`src/inc/spi_port_pkg.sv`:
```
// Purpose: Shared constants and types for the serial peripheral port.
// Assumes: One 20 MHz system clock; every serial pin is asynchronous to it.
// Notes: The port state is one packed record registered once per clock.
// Overview of operation
// (RL1) Slave enable raises a false receive-ready flag.
// (RL2) Software clears it by toggling polarity, reading.
// (RL3) Disable command is ignored in slave mode.
// (RL4) Software stops slave by reading, then soft reset.
// (RL5) Held select zero plus fault detection stalls start.
// (RL6) Software sets fault-detect disable when holding select.
// (RL7) Disabled port drops writes; transmit-empty flag untouched.
// (RL8) Writes after disable are accepted and lost.
// (RL9) Software stops DMA, waits, then disables port.
// (RL10) Slave mode never reports a transmit underrun.
// (RL11) Mixed divider one gives extra clock pulse.
// (RL12) Software gives all selects divider one together.
// (RL13) Reading holding register clears receive-ready; words set.
package spi_port_pkg;

  // Word width on the serial line and depth of the transmit FIFO.
  localparam int DATA_W     = 8;
  localparam int FIFO_DEPTH = 16;

  // Counter limits of one word and of the extra pulse.
  localparam logic [3:0] LAST_EDGE  = 4'hf;
  localparam logic [3:0] LEAD_EDGES = 4'h1;
  localparam logic [2:0] LAST_BIT   = 3'h7;

  // Divider codes; a zero divider behaves as one.
  localparam logic [7:0] DIV_ZERO = 8'h00;
  localparam logic [7:0] DIV_ONE  = 8'h01;

  typedef logic [DATA_W-1:0] word_t;

  // Master sequencer, Gray coded along idle, lead, shift, done.
  typedef enum logic [1:0] {
    MST_IDLE  = 2'h0,
    MST_LEAD  = 2'h1,
    MST_SHIFT = 2'h3,
    MST_DONE  = 2'h2
  } master_state_e;

  // Settings of one chip select.
  typedef struct packed {
    logic       clock_idle_polarity;        // Idle level of the serial clock.
    logic       inverted_phase_select;      // One samples on the leading edge.
    logic       hold_select_after_transfer; // Keeps the select low afterwards.
    logic [7:0] serial_clock_divider;       // System clocks per half period.
  } chipselect_config_s;

  // Mode settings of the port.
  typedef struct packed {
    logic master_mode;          // One for master, zero for slave.
    logic fault_detect_disable; // One turns mode-fault detection off.
    logic chip_select_index;    // Select used by the next master transfer.
  } mode_reg_s;

  // One-cycle command strobes.
  typedef struct packed {
    logic enable_cmd;
    logic disable_cmd;
    logic soft_reset_bit;
  } control_reg_s;

  // Whole state of the port.
  typedef struct packed {
    master_state_e mst;
    logic          enabled;
    logic          mode_fault;
    logic          receive_ready_flag;
    logic          tx_empty_flag;
    word_t         receive_holding_reg;
    word_t         shifter;
    logic          out_bit;
    logic          sck;
    logic [3:0]    edge_idx;
    logic [7:0]    div_cnt;
    logic [2:0]    bit_cnt;
    logic          slv_pending;
    logic [1:0]    cs_n;
    logic          cur_cs;
    logic          have_prev;
    logic          prev_div_one;
    logic [1:0]    sck_sync;  // Meta stage, then stable stage.
    logic          sck_dly;   // Stable stage one clock older.
    logic [1:0]    mosi_sync;
    logic [1:0]    miso_sync;
    logic [1:0]    nss_sync;
  } port_state_s;

  localparam port_state_s PORT_STATE_RESET = '{
    mst:           MST_IDLE,
    tx_empty_flag: 1'h1,
    slv_pending:   1'h1,
    cs_n:          2'h3,
    nss_sync:      2'h3,
    default:       '0
  };

endpackage

```
`src/rtl/spi_tx_fifo.sv`:
```
// Purpose: Transmit FIFO between the data register and the shifter.
// Assumes: Writer and reader share one clock.
// Notes: Flush empties it in one clock; stored words are not cleared.
`timescale 1ns/1ns
module spi_tx_fifo #(
  parameter int WIDTH = 8,
  parameter int DEPTH = 16
) (
  input  wire logic             sys_clk,
  input  wire logic             rst,
  input  wire logic             flush,
  input  wire logic             in_valid,
  output logic                  in_ready,
  input  wire logic [WIDTH-1:0] in_data,
  output logic                  out_valid,
  input  wire logic             out_ready,
  output logic      [WIDTH-1:0] out_data
);
  localparam int PW = $clog2(DEPTH);
  localparam int CW = $clog2(DEPTH + 1);
  localparam logic [PW-1:0] PTR_LAST = PW'(DEPTH - 1);
  localparam logic [CW-1:0] CNT_FULL = CW'(DEPTH);

  // Pointers and fill level travel together.
  typedef struct packed {
    logic [PW-1:0] wr_ptr;
    logic [PW-1:0] rd_ptr;
    logic [CW-1:0] count;
  } fifo_state_s;

  logic [WIDTH-1:0] mem [DEPTH];  // Word storage.
  fifo_state_s      state_ff;     // Registered pointers.
  fifo_state_s      nxt_state;    // Next pointers.
  logic             push;         // A word is written this clock.
  logic             pop;          // A word is taken this clock.

  // Full and empty come straight from the count, so they never lie.
  assign in_ready  = (state_ff.count != CNT_FULL);
  assign out_valid = (state_ff.count != '0);
  assign out_data  = mem[state_ff.rd_ptr];
  assign push      = in_valid & in_ready;
  assign pop       = out_valid & out_ready;

  // Pointer arithmetic, wrapping at the last slot.
  always_comb
  begin
    nxt_state = state_ff;
    if (push)
    begin
      nxt_state.wr_ptr = (state_ff.wr_ptr == PTR_LAST) ? '0 : state_ff.wr_ptr + 1'h1;
    end
    if (pop)
    begin
      nxt_state.rd_ptr = (state_ff.rd_ptr == PTR_LAST) ? '0 : state_ff.rd_ptr + 1'h1;
    end
    nxt_state.count = state_ff.count + CW'(push) - CW'(pop);
    if (flush)
    begin
      nxt_state = '0;
    end
  end

  // State register.
  always_ff @(posedge sys_clk or posedge rst)
  begin
    if (rst)
    begin
      state_ff <= '0;
    end
    else
    begin
      state_ff <= nxt_state;
    end
  end

  // Storage needs no reset; the count guards stale words.
  always_ff @(posedge sys_clk)
  begin
    if (push)
    begin
      mem[state_ff.wr_ptr] <= in_data;
    end
  end

endmodule // spi_tx_fifo

```
`src/rtl/spi_port.sv`:
```
// Purpose: Serial peripheral port, master or slave, with its known quirks kept.
// Assumes: SYS_CLK at 20 MHz; pins are synchronised before use.
// Notes: Slave serial clock must stay below one eighth of SYS_CLK.
`timescale 1ns/1ns
module spi_port (
  input  wire logic                            SYS_CLK,
  input  wire logic                            RST,
  input  wire spi_port_pkg::control_reg_s      CONTROL_REG,
  input  wire spi_port_pkg::mode_reg_s         MODE_REG,
  input  wire spi_port_pkg::chipselect_config_s CHIPSELECT0_CONFIG,
  input  wire spi_port_pkg::chipselect_config_s CHIPSELECT1_CONFIG,
  input  wire logic                            TX_DATA_VALID,
  input  wire spi_port_pkg::word_t             TX_DATA_REG,
  output logic                                 TX_DATA_READY,
  input  wire logic                            RX_READ,
  output spi_port_pkg::word_t                  RECEIVE_HOLDING_REG,
  output logic                                 RECEIVE_READY_FLAG,
  output logic                                 TX_EMPTY_FLAG,
  output logic                                 PORT_ENABLED,
  output logic                                 MODE_FAULT,
  input  wire logic                            SCK_IN,
  output logic                                 SCK_OUT,
  output logic                                 SCK_OE,
  input  wire logic                            MOSI_IN,
  output logic                                 MOSI_OUT,
  output logic                                 MOSI_OE,
  input  wire logic                            MISO_IN,
  output logic                                 MISO_OUT,
  output logic                                 MISO_OE,
  input  wire logic                            NSS_IN,
  output logic [1:0]                           CS_N
);
  import spi_port_pkg::*;

  port_state_s        state_ff;     // Registered state.
  port_state_s        nxt_state;    // Next state.
  chipselect_config_s cfg;          // Settings of the select in use.
  chipselect_config_s slv_cfg;      // Slave always runs on select zero.
  logic               fifo_push;    // Accepted write into the FIFO.
  logic               fifo_pop;     // Word moved into the shifter.
  logic               fifo_in_rdy;  // FIFO has room.
  logic               fifo_valid;   // FIFO holds a word.
  word_t              fifo_data;    // Oldest FIFO word.
  logic               sck_s;        // Synchronised serial clock.
  logic               nss_s;        // Synchronised slave select.
  logic               slv_active;   // Slave selected and enabled.
  logic               slv_edge;     // Serial clock changed level.
  logic               leading;      // Current edge leaves the idle level.
  logic               sample;       // Current edge samples the data line.
  logic               start_ok;     // A master transfer may begin.
  logic               extra_pulse;  // Divider mix asks for a stray pulse.
  logic [7:0]         div_load;     // Reload value of the divider.

  // A zero divider is treated as one; used for reloads and comparisons.
  function automatic logic [7:0] eff_div(input logic [7:0] d);
    eff_div = (d == DIV_ZERO) ? DIV_ONE : d;
  endfunction

  // Picks the settings of one chip select.
  function automatic chipselect_config_s pick_cfg(input logic idx,
                                                  input chipselect_config_s c0,
                                                  input chipselect_config_s c1);
    pick_cfg = idx ? c1 : c0;
  endfunction

  // Disabled: writes are dropped but still acknowledged, so a DMA source keeps
  // pushing until its buffer is empty and every such word is lost.
  assign fifo_push     = TX_DATA_VALID & state_ff.enabled;        // (RL7)
  assign TX_DATA_READY = state_ff.enabled ? fifo_in_rdy : 1'h1;   // (RL8)

  spi_tx_fifo #(
    .WIDTH (DATA_W),
    .DEPTH (FIFO_DEPTH)
  ) spi_tx_fifo_i (
    .sys_clk   (SYS_CLK),
    .rst       (RST),
    .flush     (CONTROL_REG.soft_reset_bit),
    .in_valid  (fifo_push),
    .in_ready  (fifo_in_rdy),
    .in_data   (TX_DATA_REG),
    .out_valid (fifo_valid),
    .out_ready (fifo_pop),
    .out_data  (fifo_data)
  );

  // Stable synchroniser stages only; the meta stages feed nothing else.
  assign sck_s      = state_ff.sck_sync[1];
  assign nss_s      = state_ff.nss_sync[1];
  assign slv_cfg    = CHIPSELECT0_CONFIG;
  assign slv_active = state_ff.enabled & ~MODE_REG.master_mode & ~nss_s;
  assign slv_edge   = sck_s ^ state_ff.sck_dly;

  // Settings follow the latched select while busy, the requested one when idle.
  assign cfg = pick_cfg((state_ff.mst == MST_IDLE) ? MODE_REG.chip_select_index
                                                   : state_ff.cur_cs,
                        CHIPSELECT0_CONFIG, CHIPSELECT1_CONFIG);
  assign div_load = eff_div(cfg.serial_clock_divider) - DIV_ONE;

  // Held select zero with fault detection on never lets a transfer begin.
  assign start_ok = ~(CHIPSELECT0_CONFIG.hold_select_after_transfer
                      & ~MODE_REG.fault_detect_disable);          // (RL5)

  // Switching between a divider of one and any other divider with idle-high
  // clock and phase bit zero adds one stray clock pulse before the word.
  assign extra_pulse = state_ff.have_prev & cfg.clock_idle_polarity
                       & ~cfg.inverted_phase_select
                       & (state_ff.prev_div_one
                          != (eff_div(cfg.serial_clock_divider) == DIV_ONE)); // (RL11)

  // Next-state logic of the whole port.
  always_comb
  begin
    nxt_state = state_ff;
    fifo_pop  = 1'h0;
    leading   = 1'h0;
    sample    = 1'h0;

    // Synchronisers: pin, meta stage, stable stage, edge delay.
    nxt_state.sck_sync  = {state_ff.sck_sync[0], SCK_IN};
    nxt_state.sck_dly   = state_ff.sck_sync[1];
    nxt_state.mosi_sync = {state_ff.mosi_sync[0], MOSI_IN};
    nxt_state.miso_sync = {state_ff.miso_sync[0], MISO_IN};
    nxt_state.nss_sync  = {state_ff.nss_sync[0], NSS_IN};

    // Reading the holding register clears the flag; a set below wins.
    if (RX_READ)
    begin
      nxt_state.receive_ready_flag = 1'h0;                        // (RL13)
    end

    // Empty flag tracks the FIFO only while enabled; frozen when disabled.
    if (state_ff.enabled)
    begin
      nxt_state.tx_empty_flag = ~fifo_valid & ~fifo_push;
    end
    else
    begin
      nxt_state.tx_empty_flag = state_ff.tx_empty_flag;           // (RL7)
    end

    // Enable; in slave mode the enable itself leaves a false ready flag.
    if (CONTROL_REG.enable_cmd)
    begin
      nxt_state.enabled    = 1'h1;
      nxt_state.mode_fault = 1'h0;
      if (!MODE_REG.master_mode)
      begin
        nxt_state.receive_ready_flag = 1'h1;                      // (RL1)
      end
    end

    // Disable acts in master mode only; a slave keeps running.
    if (CONTROL_REG.disable_cmd && MODE_REG.master_mode)
    begin
      nxt_state.enabled = 1'h0;                                   // (RL3)
      nxt_state.mst     = MST_IDLE;
      nxt_state.cs_n    = 2'h3;
    end

    // Master datapath.
    unique case (state_ff.mst)
      MST_IDLE:
      begin
        nxt_state.sck = cfg.clock_idle_polarity;
        if (state_ff.enabled && MODE_REG.master_mode && fifo_valid && start_ok
            && !CONTROL_REG.disable_cmd)                          // (RL5)
        begin
          fifo_pop               = 1'h1;
          nxt_state.shifter      = fifo_data;
          nxt_state.out_bit      = fifo_data[DATA_W-1];
          nxt_state.cur_cs       = MODE_REG.chip_select_index;
          nxt_state.cs_n         = MODE_REG.chip_select_index ? 2'h1 : 2'h2;
          nxt_state.div_cnt      = div_load;
          nxt_state.edge_idx     = '0;
          nxt_state.mst          = extra_pulse ? MST_LEAD : MST_SHIFT; // (RL11)
        end
      end
      MST_LEAD:
      begin
        // Stray pulse: the clock dips low and returns before the word.
        if (state_ff.div_cnt == DIV_ZERO)
        begin
          nxt_state.div_cnt  = div_load;
          nxt_state.sck      = ~state_ff.sck;                     // (RL11)
          nxt_state.edge_idx = state_ff.edge_idx + 1'h1;
          if (state_ff.edge_idx == LEAD_EDGES)
          begin
            nxt_state.edge_idx = '0;
            nxt_state.mst      = MST_SHIFT;
          end
        end
        else
        begin
          nxt_state.div_cnt = state_ff.div_cnt - DIV_ONE;
        end
      end
      MST_SHIFT:
      begin
        if (state_ff.div_cnt == DIV_ZERO)
        begin
          nxt_state.div_cnt  = div_load;
          nxt_state.sck      = ~state_ff.sck;
          leading            = ~state_ff.edge_idx[0];
          sample             = (leading == cfg.inverted_phase_select);
          if (sample)
          begin
            nxt_state.shifter = {state_ff.shifter[DATA_W-2:0], state_ff.miso_sync[1]};
          end
          else
          begin
            nxt_state.out_bit = state_ff.shifter[DATA_W-1];
          end
          nxt_state.edge_idx = state_ff.edge_idx + 1'h1;
          if (state_ff.edge_idx == LAST_EDGE)
          begin
            nxt_state.mst = MST_DONE;
          end
        end
        else
        begin
          nxt_state.div_cnt = state_ff.div_cnt - DIV_ONE;
        end
      end
      MST_DONE:
      begin
        nxt_state.receive_holding_reg = state_ff.shifter;
        nxt_state.receive_ready_flag  = 1'h1;                     // (RL13)
        nxt_state.have_prev           = 1'h1;
        nxt_state.prev_div_one        = (eff_div(cfg.serial_clock_divider) == DIV_ONE);
        if (!cfg.hold_select_after_transfer)
        begin
          nxt_state.cs_n = 2'h3;
        end
        nxt_state.mst = MST_IDLE;
      end
    endcase

    // Mode fault: another master pulls the select low while we drive.
    if (state_ff.enabled && MODE_REG.master_mode && !MODE_REG.fault_detect_disable
        && !nss_s)
    begin
      nxt_state.mode_fault = 1'h1;
      nxt_state.enabled    = 1'h0;
      nxt_state.mst        = MST_IDLE;
      nxt_state.cs_n       = 2'h3;
    end

    // Slave datapath; an empty FIFO sends zeros and nothing reports it.
    if (!slv_active)
    begin
      nxt_state.bit_cnt     = '0;
      nxt_state.slv_pending = 1'h1;
    end
    else if (state_ff.slv_pending)
    begin
      nxt_state.slv_pending = 1'h0;
      fifo_pop              = fifo_valid;
      nxt_state.shifter     = fifo_valid ? fifo_data : '0;        // (RL10)
      nxt_state.out_bit     = fifo_valid ? fifo_data[DATA_W-1] : 1'h0;
    end
    else if (slv_edge)
    begin
      leading = (state_ff.sck_dly == slv_cfg.clock_idle_polarity);
      sample  = (leading == slv_cfg.inverted_phase_select);
      if (sample)
      begin
        nxt_state.shifter = {state_ff.shifter[DATA_W-2:0], state_ff.mosi_sync[1]};
        nxt_state.bit_cnt = state_ff.bit_cnt + 1'h1;
        if (state_ff.bit_cnt == LAST_BIT)
        begin
          nxt_state.receive_holding_reg = {state_ff.shifter[DATA_W-2:0],
                                           state_ff.mosi_sync[1]};
          nxt_state.receive_ready_flag  = 1'h1;                   // (RL13)
          nxt_state.slv_pending         = 1'h1;
        end
      end
      else
      begin
        nxt_state.out_bit = state_ff.shifter[DATA_W-1];
      end
    end

    // Soft reset is the only way to stop a slave; it restarts everything.
    if (CONTROL_REG.soft_reset_bit)
    begin
      nxt_state = PORT_STATE_RESET;                               // (RL4)
    end
  end

  // State register.
  always_ff @(posedge SYS_CLK or posedge RST)
  begin
    if (RST)
    begin
      state_ff <= PORT_STATE_RESET;
    end
    else
    begin
      state_ff <= nxt_state;
    end
  end

  // Outputs come from the state register; enables follow the mode.
  assign RECEIVE_HOLDING_REG = state_ff.receive_holding_reg;
  assign RECEIVE_READY_FLAG  = state_ff.receive_ready_flag;
  assign TX_EMPTY_FLAG       = state_ff.tx_empty_flag;
  assign PORT_ENABLED        = state_ff.enabled;
  assign MODE_FAULT          = state_ff.mode_fault;
  assign SCK_OUT             = state_ff.sck;
  assign SCK_OE              = state_ff.enabled & MODE_REG.master_mode;
  assign MOSI_OUT            = state_ff.out_bit;
  assign MOSI_OE             = state_ff.enabled & MODE_REG.master_mode;
  assign MISO_OUT            = state_ff.out_bit;
  assign MISO_OE             = slv_active;
  assign CS_N                = state_ff.cs_n;

endmodule // spi_port

```
`config.mk`:
```
export PLATFORM = sky130hd
export DESIGN_NAME = spi_port
export DESIGN_NICKNAME = d
export VERILOG_FILES = /design/src/inc/spi_port_pkg.sv /design/src/rtl/spi_tx_fifo.sv /design/src/rtl/spi_port.sv
export SDC_FILE = /design/constraint.sdc
export NUM_CORES = 1
export LEC_CHECK = 0
export ABC_AREA = 1
export BUFFER_PORTS_ARGS = -buffer_cell sky130_fd_sc_hd__buf_2
export CORE_MARGIN = 3
export CORE_UTILIZATION = 65
export CTS_CLUSTER_SIZE = 40
export DETAILED_ROUTE_END_ITERATION = 10
export GPL_ROUTABILITY_DRIVEN = 0
export PLACE_DENSITY = 0.85
export REMOVE_ABC_BUFFERS = 1
export SYNTH_ARGS = -nofsm -noshare
export SYNTH_HDL_FRONTEND = slang
export SYNTH_SLANG_ARGS = --single-unit
export TNS_END_PERCENT = 5
```
`constraint.sdc`:
```
create_clock -name SYS_CLK -period 4.92 [get_ports SYS_CLK]
set_input_delay 0.738 -clock SYS_CLK [delete_from_list [all_inputs] [get_ports SYS_CLK]]
set_output_delay 0.738 -clock SYS_CLK [all_outputs]
set_load 0.02 [all_outputs]
```
# ---- Yosys cells after proc, flatten, opt, wreduce, memory -nomap -nowiden
# Memories as Yosys holds them, arrays and structs flattened.
# Cells that the tools add are included.
dict set report totals {
  latch_bits 0
  regBits 67
  romBits 0
  n_memories 1
  elab_cells 172
  ram_bits 128
  output_inout_bits 21
  input_bits 44
}
dict set report classes {
  reduce_logical 28
  n_bitwise 21
  mul 0
  shift 0
  n_eq_ne 20
  div_mod_pow 0
  mux 69
  add_sub_neg 8
  magnitude_cmp 0
}
# name words width rd rd_ports_with_merged_regs write_ports line_no
set memory_table {}
lappend memory_table {spi_tx_fifo_i.mem 16 8 1 0 1 spi_tx_fifo.sv:31} ;# logic [WIDTH-1:0] mem [DEPTH];
# op count
set ops {}
lappend ops {{$mux 8} 7}
lappend ops {{$mux 54} 1}
lappend ops {{$pmux 13 s3} 1}
lappend ops {{$mux 4} 9}
lappend ops {{$mux 17} 2}
lappend ops {{$mux 1} 23}
lappend ops {{$mux 2} 11}
lappend ops {{$mux 9} 2}
lappend ops {{$pmux 9 s2} 1}
lappend ops {{$logic_not 8->1} 2}
lappend ops {{$mux 16} 1}
lappend ops {{$sub 8x1->8 const B} 2}
lappend ops {{$mux 14} 1}
lappend ops {{$mux 13} 1}
lappend ops {{$add 4x1->4 const B} 3}
lappend ops {{$eq 4x4->1 const B} 3}
lappend ops {{$mux 12} 1}
lappend ops {{$mux 3} 4}
lappend ops {{$reduce_bool 2->1} 6}
lappend ops {{$and 1x1->1} 11}
lappend ops {{$mux 11} 1}
lappend ops {{$ne 3x2->1 const B} 3}
lappend ops {{$ne 3x3->1 const B} 3}
lappend ops {{$not 1->1} 9}
lappend ops {{other kinds (24)} 38}

# ---- Longest topological paths before layout
# Gate-level depths: netlist (run 1).
dict set report logic_depth {
  word_depth 13
  ltp_mapped 20
  depth_no_buf 18
}

# ---- By module
# A second synthesis (run 1) with hierarchy kept.
dict set report unflattened {
  cells_unflattened 1223
  area_unflattened_um2 10306.1
}
# module seq_area_each_um2 n_inst cells_each area_each_um2
set by_module_without_submodules {}
lappend by_module_without_submodules {spi_tx_fifo 4169.0 1 677 6517.5}
lappend by_module_without_submodules {spi_port 1358.8 1 546 3788.6}

# ---- Worst setup path after synthesis (run 1)
# Ideal clock, no wire load.
dict set report synth_path {
  path_type {input -> register}
  start {input MODE_REG[2] in the netlist's numbering}
  end {register spi_tx_fifo_i.state_ff[4] in the netlist's numbering}
  stages 14
  required_ns 4.788
  path_buffers 0
  setup_ns 0.132
  arrival_ns 2.884
  slack_ns 1.904
  path_cell_list {nor3_4 > inv_2 > nor2_1 > nand2_1 > nand2_1 > ha_1 > inv_1 > ha_1 > fa_1 > nand2_1 > a21oi_1 > nor2_1 > xor2_1 > nor2_1}
}
# element line_no
set synth_rtl {}
lappend synth_rtl {{from (decl)} spi_port.sv:9} ;# input wire spi_port_pkg::mode_reg_s MODE_REG,
lappend synth_rtl {{to (signal assigned)} spi_tx_fifo.sv:72} ;# state_ff <= nxt_state;
lappend synth_rtl {{to (decl)} spi_tx_fifo.sv:32} ;# fifo_state_s state_ff;

==> results.cfg, run 1 <==
[run_status]
status = finished clean

[timing]
setup_viol = 0
fin_hold_ws_ns = 0.354
max_slew_margin_pct = 24.7
rsz0062_at_grt = no
fin_crit_ns = 3.42
fin_crit_sh_pct = 69.6
worst_pin_slew_ns = 1.13
fmax_mhz = 292
fin_tns_setup_ns = 0
maxSlewViolCount = 0
skew_ns = 0.00982
finalHoldViolCount = 0
timing.final.ws_setup_ns = 1.50

[clock_tree]
clockBufferDepth = 2
hold_buffers = 0
post-cts-setup-buffer-count = 0
cts_resized = 0
cts.clk_slew.worst_paths_ns = 0.07
insertion_delay_ns = 0.44
cts_root_buf = clkbuf_16
cts_buffers = 17
htree_levels = 4
cts.sinks = 195
cts_tree = yes

[final_layout]
fillers = 1000
final_cells = 1228
final_cell_mix = 159 x nand2_1, 128 x edfxtp_1, 127 x nor2_1
syn_to_final_growth_pct = 8.95
nets = 1102
utilization_pct = 73.9
insertedDiodeCount = 0
final_area_um2 = 10500
final_common_cell = nand2_1
drive_above_1_share_pct = 13.2

[floorplanning]
core_area_um2 = 14200
die-area_um2 = 16300
die_y_um = 128
initial_core_util_pct = 67.8
ioPinCount = 65
rows = 43
die_x_um = 128

[power_and_ir_drop]
max-vdd-ir-drop_v = 0.000291
powerDensity_nw_per_um2 = 352
total_power_mw = 3.69
power_leakage_nw = 4.31

[place]
place_inst = 1196
dpl_cell_area_um2 = 9930
place_hpwl_mm = 14.4
dp_slack_ns = 1.50
io_buffer_count = 64

[routing]
post_drt_wl_per_cell_um = 18.2
dr.pass1.iters = 6
drcViolationCount = 0
via_count = 7510
ant_nets = 0
drt-total-wl_mm = 22.4
drt-initial-drc-count = 1111
viasPerCell = 6.12

[synthesis]
yosysSeqAreaShare_pct = 57.4
yosys.cell_types.count = 47
synth_warnings = 0
synth_seq_cells = 195
async_flop_share_pct = 34.4
avgSynthCellArea_um2 = 9.64
synth.cell_area_um2 = 9630
synth_edf_count = 128
synth_ff_type = edfxtp_1
syn_inst = 999

[global_route]
grt_pass1_vias = 7017
grt_max_degree = 68
grt_pass1_wl_mm = 35.6
antenna_found_initial = 0
grt-ovfl-total = 0
grt_usage_pct = 27.9

[setup_path]
critPathKind = reg2reg
worst_ep_arrival_time_ns = 3.72
required_ns = 5.22
startpoint_type = flop
crit_fanout = 11
end_kind = flop

[flow_run]
max_cap_violations = 0

[min_path]
hp-class = in2async
## Yosys cell counts, types with 5 or more instances
cell type    n  area [µm²]
o22ai_1      8        50.1
xor2_1      13         114
inv_2        9        33.8
xnor2_1      5        43.8
nor3_1       8        40.0
o21ai_1     21         105
inv_1       88         330
dfrtp_1     61        1530
nand2_1    159         597
clkbuf_1    20        75.1
dfstp_2      6         158
nand4_1      6        37.5
a21oi_1     53         265
ha_1        22         275
o21ai_0    103         515
o211ai_1    26         195
buf_4       15         113
buf_2       12        60.1
nand3_1     56         280
o221ai_1    10        87.6
nor2_1     127         477
edfxtp_1   128        3840
## logic make-up after synthesis
group | count (synthesis) | synth area share, %
xor gates and xnor gates | 18 | 1.64
and+or+nand+nor | 376 | 16.8
muxes | 2 | 0.208
buffers and inverters | 150 | 6.84
adders and majority gates | 23 | 3.07
AOI/OAI and AO/OA | 235 | 14.0
DFF | 195 | 57.4
## area by class of cell
type	count	area [µm²]	share of cell area [%]
clock buffers	19	443	4.22
clock inverters	13	121	1.16
inverters	99	380	3.63
multi-input cells	654	3440	32.8
flip-flops and latches	195	5530	52.7
well taps	180	225	2.15
repair buffers	68	350	3.34
## path summary, 6_finish.rpt
| path | startpoint | endpoint | slack (ns) | depth (start not counted) |
|---|---|---|---|---|
| min reg2reg | state_ff[7]$_DFF_PP0_ | sck_s$_DFF_PP0_ | 0.46 | 2 |
| max in group asynchronous | RST | CS_N[0]$_DFF_PP1_ | 3.61 | 3 |
| min | RST | MODE_FAULT$_DFFE_PP0P_ | 0.35 | 2 |
| max | spi_tx_fifo_i.state_ff[3]$_DFF_PP0_ | spi_tx_fifo_i.state_ff[4]$_DFF_PP0_ | 1.50 | 16 |
| max reg2reg | spi_tx_fifo_i.state_ff[3]$_DFF_PP0_ | spi_tx_fifo_i.state_ff[4]$_DFF_PP0_ | 1.50 | 16 |
| min in group SYS_CLK | state_ff[7]$_DFF_PP0_ | sck_s$_DFF_PP0_ | 0.46 | 2 |
## power breakdown
group	switching, mW	total [mW]	leakage (nW)	internal [mW]
combinational	0.360	0.531	1.99	0.170
clock	0.645	1.33	0.274	0.681
sequential	0.0356	1.83	2.05	1.80
## routing by layer
metal | up-vias | track usage, % | wire [µm]
met5 | - | 0 | 0
met4 | 0 | 9.55 | 429
met3 | 44 | 5.75 | 2460
met2 | 476 | 43.0 | 10300
met1 | 3502 | 40.4 | 9200
li1 | 3488 | - | -
## flip-flops by register name (all words and copies together) (netlist names)
register / cells
CS_N: 2
nss_s: 1
SCK_OUT: 1
MISO_OUT: 1
MODE_FAULT: 1
RECEIVE_READY_FLAG: 1
sck_s: 1
TX_EMPTY_FLAG: 1
state_ff: 36
RECEIVE_HOLDING_REG: 8
spi_tx_fifo_i.state_ff: 13
PORT_ENABLED: 1
spi_tx_fifo_i.mem: 128
## critical path, cell delays in order (launching register included)
cell	delay [ns]
dfrtp_1	0.39
inv_1	0.09
ha_1	0.17
nand4_1	0.43
nand2_2	0.31
nor2_2	0.12
inv_1	0.16
nand2_1	0.16
ha_1	0.32
inv_1	0.04
ha_1	0.20
fa_1	0.43
nand2_1	0.08
a21oi_1	0.06
nor2_1	0.11
xor2_1	0.17
nor2_1	0.06
No activity file was read; power rests on OpenSTA's default activity.
==> inputs of run 2 (changes only) <==
--- a/config.mk
+++ b/config.mk
@@ -8,11 +8,11 @@
 export ABC_AREA = 1
 export BUFFER_PORTS_ARGS = -buffer_cell sky130_fd_sc_hd__buf_2
 export CORE_MARGIN = 3
-export CORE_UTILIZATION = 65
+export CORE_UTILIZATION = 61
 export CTS_CLUSTER_SIZE = 40
 export DETAILED_ROUTE_END_ITERATION = 10
 export GPL_ROUTABILITY_DRIVEN = 0
-export PLACE_DENSITY = 0.85
+export PLACE_DENSITY = 0.8
 export REMOVE_ABC_BUFFERS = 1
 export SYNTH_ARGS = -nofsm -noshare
 export SYNTH_HDL_FRONTEND = slang
==> constraint.sdc (replaced) <==
create_clock -name SYS_CLK -period 3.3 [get_ports SYS_CLK]
set_input_delay 0.495 -clock SYS_CLK [delete_from_list [all_inputs] [get_ports SYS_CLK]]
set_output_delay 0.495 -clock SYS_CLK [all_outputs]
set_load 0.02 [all_outputs]
==> results.cfg, run 2 (synthesis gave the netlist of run 1 again) <==
[run_status]
status = finished clean

[floorplanning]
core_area_um2 = 15300
initial_core_util_pct = 62.9
die-area_um2 = 17300
die_x_um = 132
ioPinCount = 65
die_y_um = 132
rows = 45

[global_route]
grt_pass1_vias = 6792
grt_pass1_wl_mm = 34.8
grt_max_degree = 66
grt_usage_pct = 25.3
grt-ovfl-total = 0
antenna_found_initial = 0

[place]
io_buffer_count = 64
place_inst = 1243
dp_slack_ns = 0.413
place_hpwl_mm = 14.4

[final_layout]
drive_above_1_share_pct = 14.2
syn_to_final_growth_pct = 10.5
final_common_cell = nand2_1
insertedDiodeCount = 0
top_register = spi_tx_fifo_i.mem
final_cell_mix = 159 x nand2_1, 128 x edfxtp_1, 127 x nor2_1
largest_register_ffs = 128
reg_top3 = spi_tx_fifo_i.mem x128, state_ff x36, spi_tx_fifo_i.state_ff x13
nets = 1118
final_cells = 1275

[routing]
met1Wirelength_mm = 9.55
dr.pass1.iters = 5
wl_met3_mm = 1.64
top_layer_used = met4
met2WireLength_mm = 10.0
drt-initial-drc-count = 749
drt-total-wl_mm = 21.5
drcViolationCount = 0
viasPerCell = 5.72
ant_nets = 0
via_count = 7292
post_drt_wl_per_cell_um = 16.9

[clock_tree]
cts.clk_slew.worst_paths_ns = 0.07
cts_tree = yes
htree_levels = 4
clockBufferDepth = 2
hold_buffers = 0
post-cts-setup-buffer-count = 0
cts_buffers = 17
insertion_delay_ns = 0.43
cts.sinks = 195
cts_root_buf = clkbuf_16
cts_resized = 0

[timing]
maxSlewViolCount = 0
finalHoldViolCount = 0
rsz0062_at_grt = no
fmax_mhz = 344
fin_crit_sh_pct = 88.2
max_slew_margin_pct = 35.8
setup_viol = 0
skew_ns = 0.00790
fin_crit_ns = 2.91
timing.final.ws_setup_ns = 0.391
worst_pin_slew_ns = 0.959
fin_tns_setup_ns = 0

[setup_path]
critPathKind = reg2reg
crit_fanout = 19
startpoint_type = flop
end_kind = flop
worst_ep_arrival_time_ns = 3.22
required_ns = 3.62

[power_and_ir_drop]
powerDensity_nw_per_um2 = 510
power_leakage_nw = 4.38
max-vdd-ir-drop_v = 0.000405

[flow_run]
max_cap_violations = 0

[min_path]
hp-class = in2async
-- run 2: cell types whose count changed in the layout (fill, tap and decap cells not counted) --
cell	before	now
buf_12	0	1
inv_8	5	4
buf_4	4	19
clkinv_4	2	3
clkinv_8	1	0
clkbuf_8	1	0
clkbuf_1	1	4
clkinv_2	3	2
-- run 2: metrics by stage --
stage	power [mW]	utilization, %	area [µm²]	hold WS (ns)
6_report	5.42	69.4	10600	0.122
5_1_grt	5.67	69.4	10600	0.159
4_1_cts	5.43	69.4	10600	0.128
3_5_place_dp	3.57	65.9	10100	0.454
3_3_place_gp	3.55	65.9	10100	0.439
2_1_floorplan	3.32	-	9350	0.434
-- run 2: cell type report --
type / count / area [µm²]
well taps: 211 / 264
inverters: 99 / 380
clock inverters: 11 / 97.6
clock buffers: 21 / 440
multi-input cells: 654 / 3440
repair buffers: 84 / 483
flip-flops and latches: 195 / 5530
fillers: 1166 / 4680
-- run 2: critical path, stage by stage (launching register included) --
cell and delay [ns]:
dfrtp_1 0.40, inv_1 0.11, ha_1 0.44, nand2_2 0.18
nand2_8 0.19, nand2_1 0.07, o21ai_1 0.15, nand2_1 0.11
nor2_1 0.17, nand3_1 0.11, nand2_2 0.09, inv_2 0.05
ha_1 0.21, nand4_1 0.11, xnor2_1 0.11, o21ai_0 0.09
nand2_1 0.11, o21ai_0 0.08
-- run 2: worst paths after layout --
kind,startpoint,end,slack [ns],cells past startpoint
max,state_ff[52]$_DFF_PP0_,state_ff[24]$_DFFE_PP0P_,0.39,17
min,RST,PORT_ENABLED$_DFFE_PP0P_,0.12,2
max reg2reg,state_ff[52]$_DFF_PP0_,state_ff[24]$_DFFE_PP0P_,0.39,17
min reg2reg,state_ff[7]$_DFF_PP0_,sck_s$_DFF_PP0_,0.47,2
max in group asynchronous,RST,RECEIVE_HOLDING_REG[2]$_DFF_PP0_,2.42,3
min in group SYS_CLK,NSS_IN,state_ff[0]$_DFF_PP1_,0.25,2
-- run 2: power breakdown --
group	internal [mW]	total [mW]	switching [mW]
Clock	0.986	1.89	0.907
Combinational	0.273	0.798	0.525
Sequential	2.68	2.73	0.0503
Total	3.94	5.42	1.48
-- run 2: routing by layer --
layer  global-route usage [%]  up-vias
li1                         -     3522
met1                     37.0     3443
met2                     39.2      303
met3                     4.17       24
met4                     8.28        0
met5                        0        -
==> inputs of run 3 (changes only) <==
--- a/config.mk
+++ b/config.mk
@@ -7,12 +7,13 @@
 export LEC_CHECK = 0
 export ABC_AREA = 1
 export BUFFER_PORTS_ARGS = -buffer_cell sky130_fd_sc_hd__buf_2
+export CORE_ASPECT_RATIO = 0.7
 export CORE_MARGIN = 3
 export CORE_UTILIZATION = 61
 export CTS_CLUSTER_SIZE = 40
 export DETAILED_ROUTE_END_ITERATION = 10
 export GPL_ROUTABILITY_DRIVEN = 0
-export PLACE_DENSITY = 0.8
+export PLACE_DENSITY_LB_ADDON = 0.05
 export REMOVE_ABC_BUFFERS = 1
 export SYNTH_ARGS = -nofsm -noshare
 export SYNTH_HDL_FRONTEND = slang
==> results.cfg, run 3 (synthesis gave the netlist of run 1 again) <==
[run_status]
status = finished clean

[routing]
wl_met3_mm = 2.07
ant_nets = 0
drcViolationCount = 0
post_drt_wl_per_cell_um = 18.1
drt-initial-drc-count = 695
via_count = 7295
viasPerCell = 5.78
met1Wirelength_mm = 11.1
met2WireLength_mm = 9.56
dr.pass1.iters = 5
top_layer_used = met4
drt-total-wl_mm = 22.9

[timing]
fin_crit_ns = 2.92
rsz0062_at_grt = no
fin_crit_sh_pct = 88.5
finalHoldViolCount = 0
max_slew_margin_pct = 31.1
fin_tns_setup_ns = 0
worst_pin_slew_ns = 1.03
maxSlewViolCount = 0
setup_viol = 0
skew_ns = 0.00740
fmax_mhz = 342

[global_route]
grt_max_degree = 39
grt_pass1_vias = 7022
grt_usage_pct = 27.7
antenna_found_initial = 0
grt_pass1_wl_mm = 37.3
grt-ovfl-total = 0

[final_layout]
final_cell_mix = 159 x nand2_1, 128 x edfxtp_1, 127 x nor2_1
insertedDiodeCount = 0
final_common_cell = nand2_1
reg_top3 = spi_tx_fifo_i.mem x128, state_ff x36, spi_tx_fifo_i.state_ff x13
largest_register_ffs = 128
final_cells = 1262
syn_to_final_growth_pct = 11.6
nets = 1121
top_register = spi_tx_fifo_i.mem
drive_above_1_share_pct = 15.0
final_area_um2 = 10700

[clock_tree]
cts_buffers = 17
cts_resized = 0
insertion_delay_ns = 0.44
cts.sinks = 195
cts_root_buf = clkbuf_16
clockBufferDepth = 2
cts.clk_slew.worst_paths_ns = 0.07
cts_tree = yes
htree_levels = 4
hold_buffers = 0
post-cts-setup-buffer-count = 0

[setup_path]
critPathKind = reg2reg
worst_ep_arrival_time_ns = 3.24
crit_fanout = 5
end_kind = flop
required_ns = 3.62
startpoint_type = flop

[floorplanning]
die-area_um2 = 17400
die_x_um = 156
rows = 37
initial_core_util_pct = 64.0
die_y_um = 111
ioPinCount = 65
core_area_um2 = 15000

[place]
io_buffer_count = 64
place_hpwl_mm = 15.7
place_inst = 1230
dpl_cell_area_um2 = 10100

[power_and_ir_drop]
power_leakage_nw = 4.44
powerDensity_nw_per_um2 = 537
max-vdd-ir-drop_v = 0.000342
total_power_mw = 5.77

[flow_run]
max_cap_violations = 0

[min_path]
hp-class = in2async
## run 3: per-stage QoR
stage / setup slack (ns) / hold WS [ns] / utilization [%]
after floorplan: 0.462 / 0.434 / -
after global placement: 0.524 / 0.437 / 67.2
after CTS: 0.339 / 0.172 / 71.4
final: 0.378 / 0.153 / 71.4
after global routing: 0.137 / 0.209 / 71.4
after detailed placement: 0.356 / 0.462 / 67.2
## run 3: area by class of cell
class | count | area [µm²]
clock inverters | 15 | 206
multi-input cells | 654 | 3440
clock buffers | 17 | 425
inverters | 99 | 380
well taps | 195 | 244
flip-flops and latches | 195 | 5530
repair buffers | 87 | 518
fillers | 1134 | 4300
## run 3: power by group
group / internal, mW / leakage [nW] / total [mW] / switching (mW)
Sequential: 2.68 / 2.04 / 2.74 / 0.0600
Clock: 1.23 / 0.309 / 2.22 / 0.985
Combinational: 0.275 / 2.09 / 0.818 / 0.543
## run 3: final timing paths
check	start	endpoint	slack [ns]	cells after the start
hold reg to reg	state_ff[7]$_DFF_PP0_	sck_s$_DFF_PP0_	0.47	2
setup / recovery	spi_tx_fifo_i.state_ff[3]$_DFF_PP0_	spi_tx_fifo_i.state_ff[4]$_DFF_PP0_	0.38	16
min in group SYS_CLK	NSS_IN	state_ff[0]$_DFF_PP1_	0.24	2
hold / removal	RST	spi_tx_fifo_i.state_ff[9]$_DFFE_PP0P_	0.15	2
setup reg to reg	spi_tx_fifo_i.state_ff[3]$_DFF_PP0_	spi_tx_fifo_i.state_ff[4]$_DFF_PP0_	0.38	16
max in group asynchronous	RST	CS_N[0]$_DFF_PP1_	2.43	3
## run 3: per-layer routing
metal | track usage, % | vias up
met5 | 0 | -
met4 | 5.48 | 0
met3 | 7.18 | 16
met2 | 38.7 | 301
met1 | 44.0 | 3445
li1 | - | 3533
## run 3: worst max-delay path: stages (launching register included)
cell	delay, ns
dfrtp_1	0.40
inv_1	0.09
ha_1	0.18
nand4_1	0.15
nand2_2	0.18
nor2_2	0.05
inv_1	0.12
nand2_1	0.14
ha_1	0.31
inv_1	0.04
ha_1	0.20
fa_1	0.45
nand2_1	0.09
a21oi_1	0.06
nor2_1	0.11
xor2_1	0.16
nor2_1	0.06
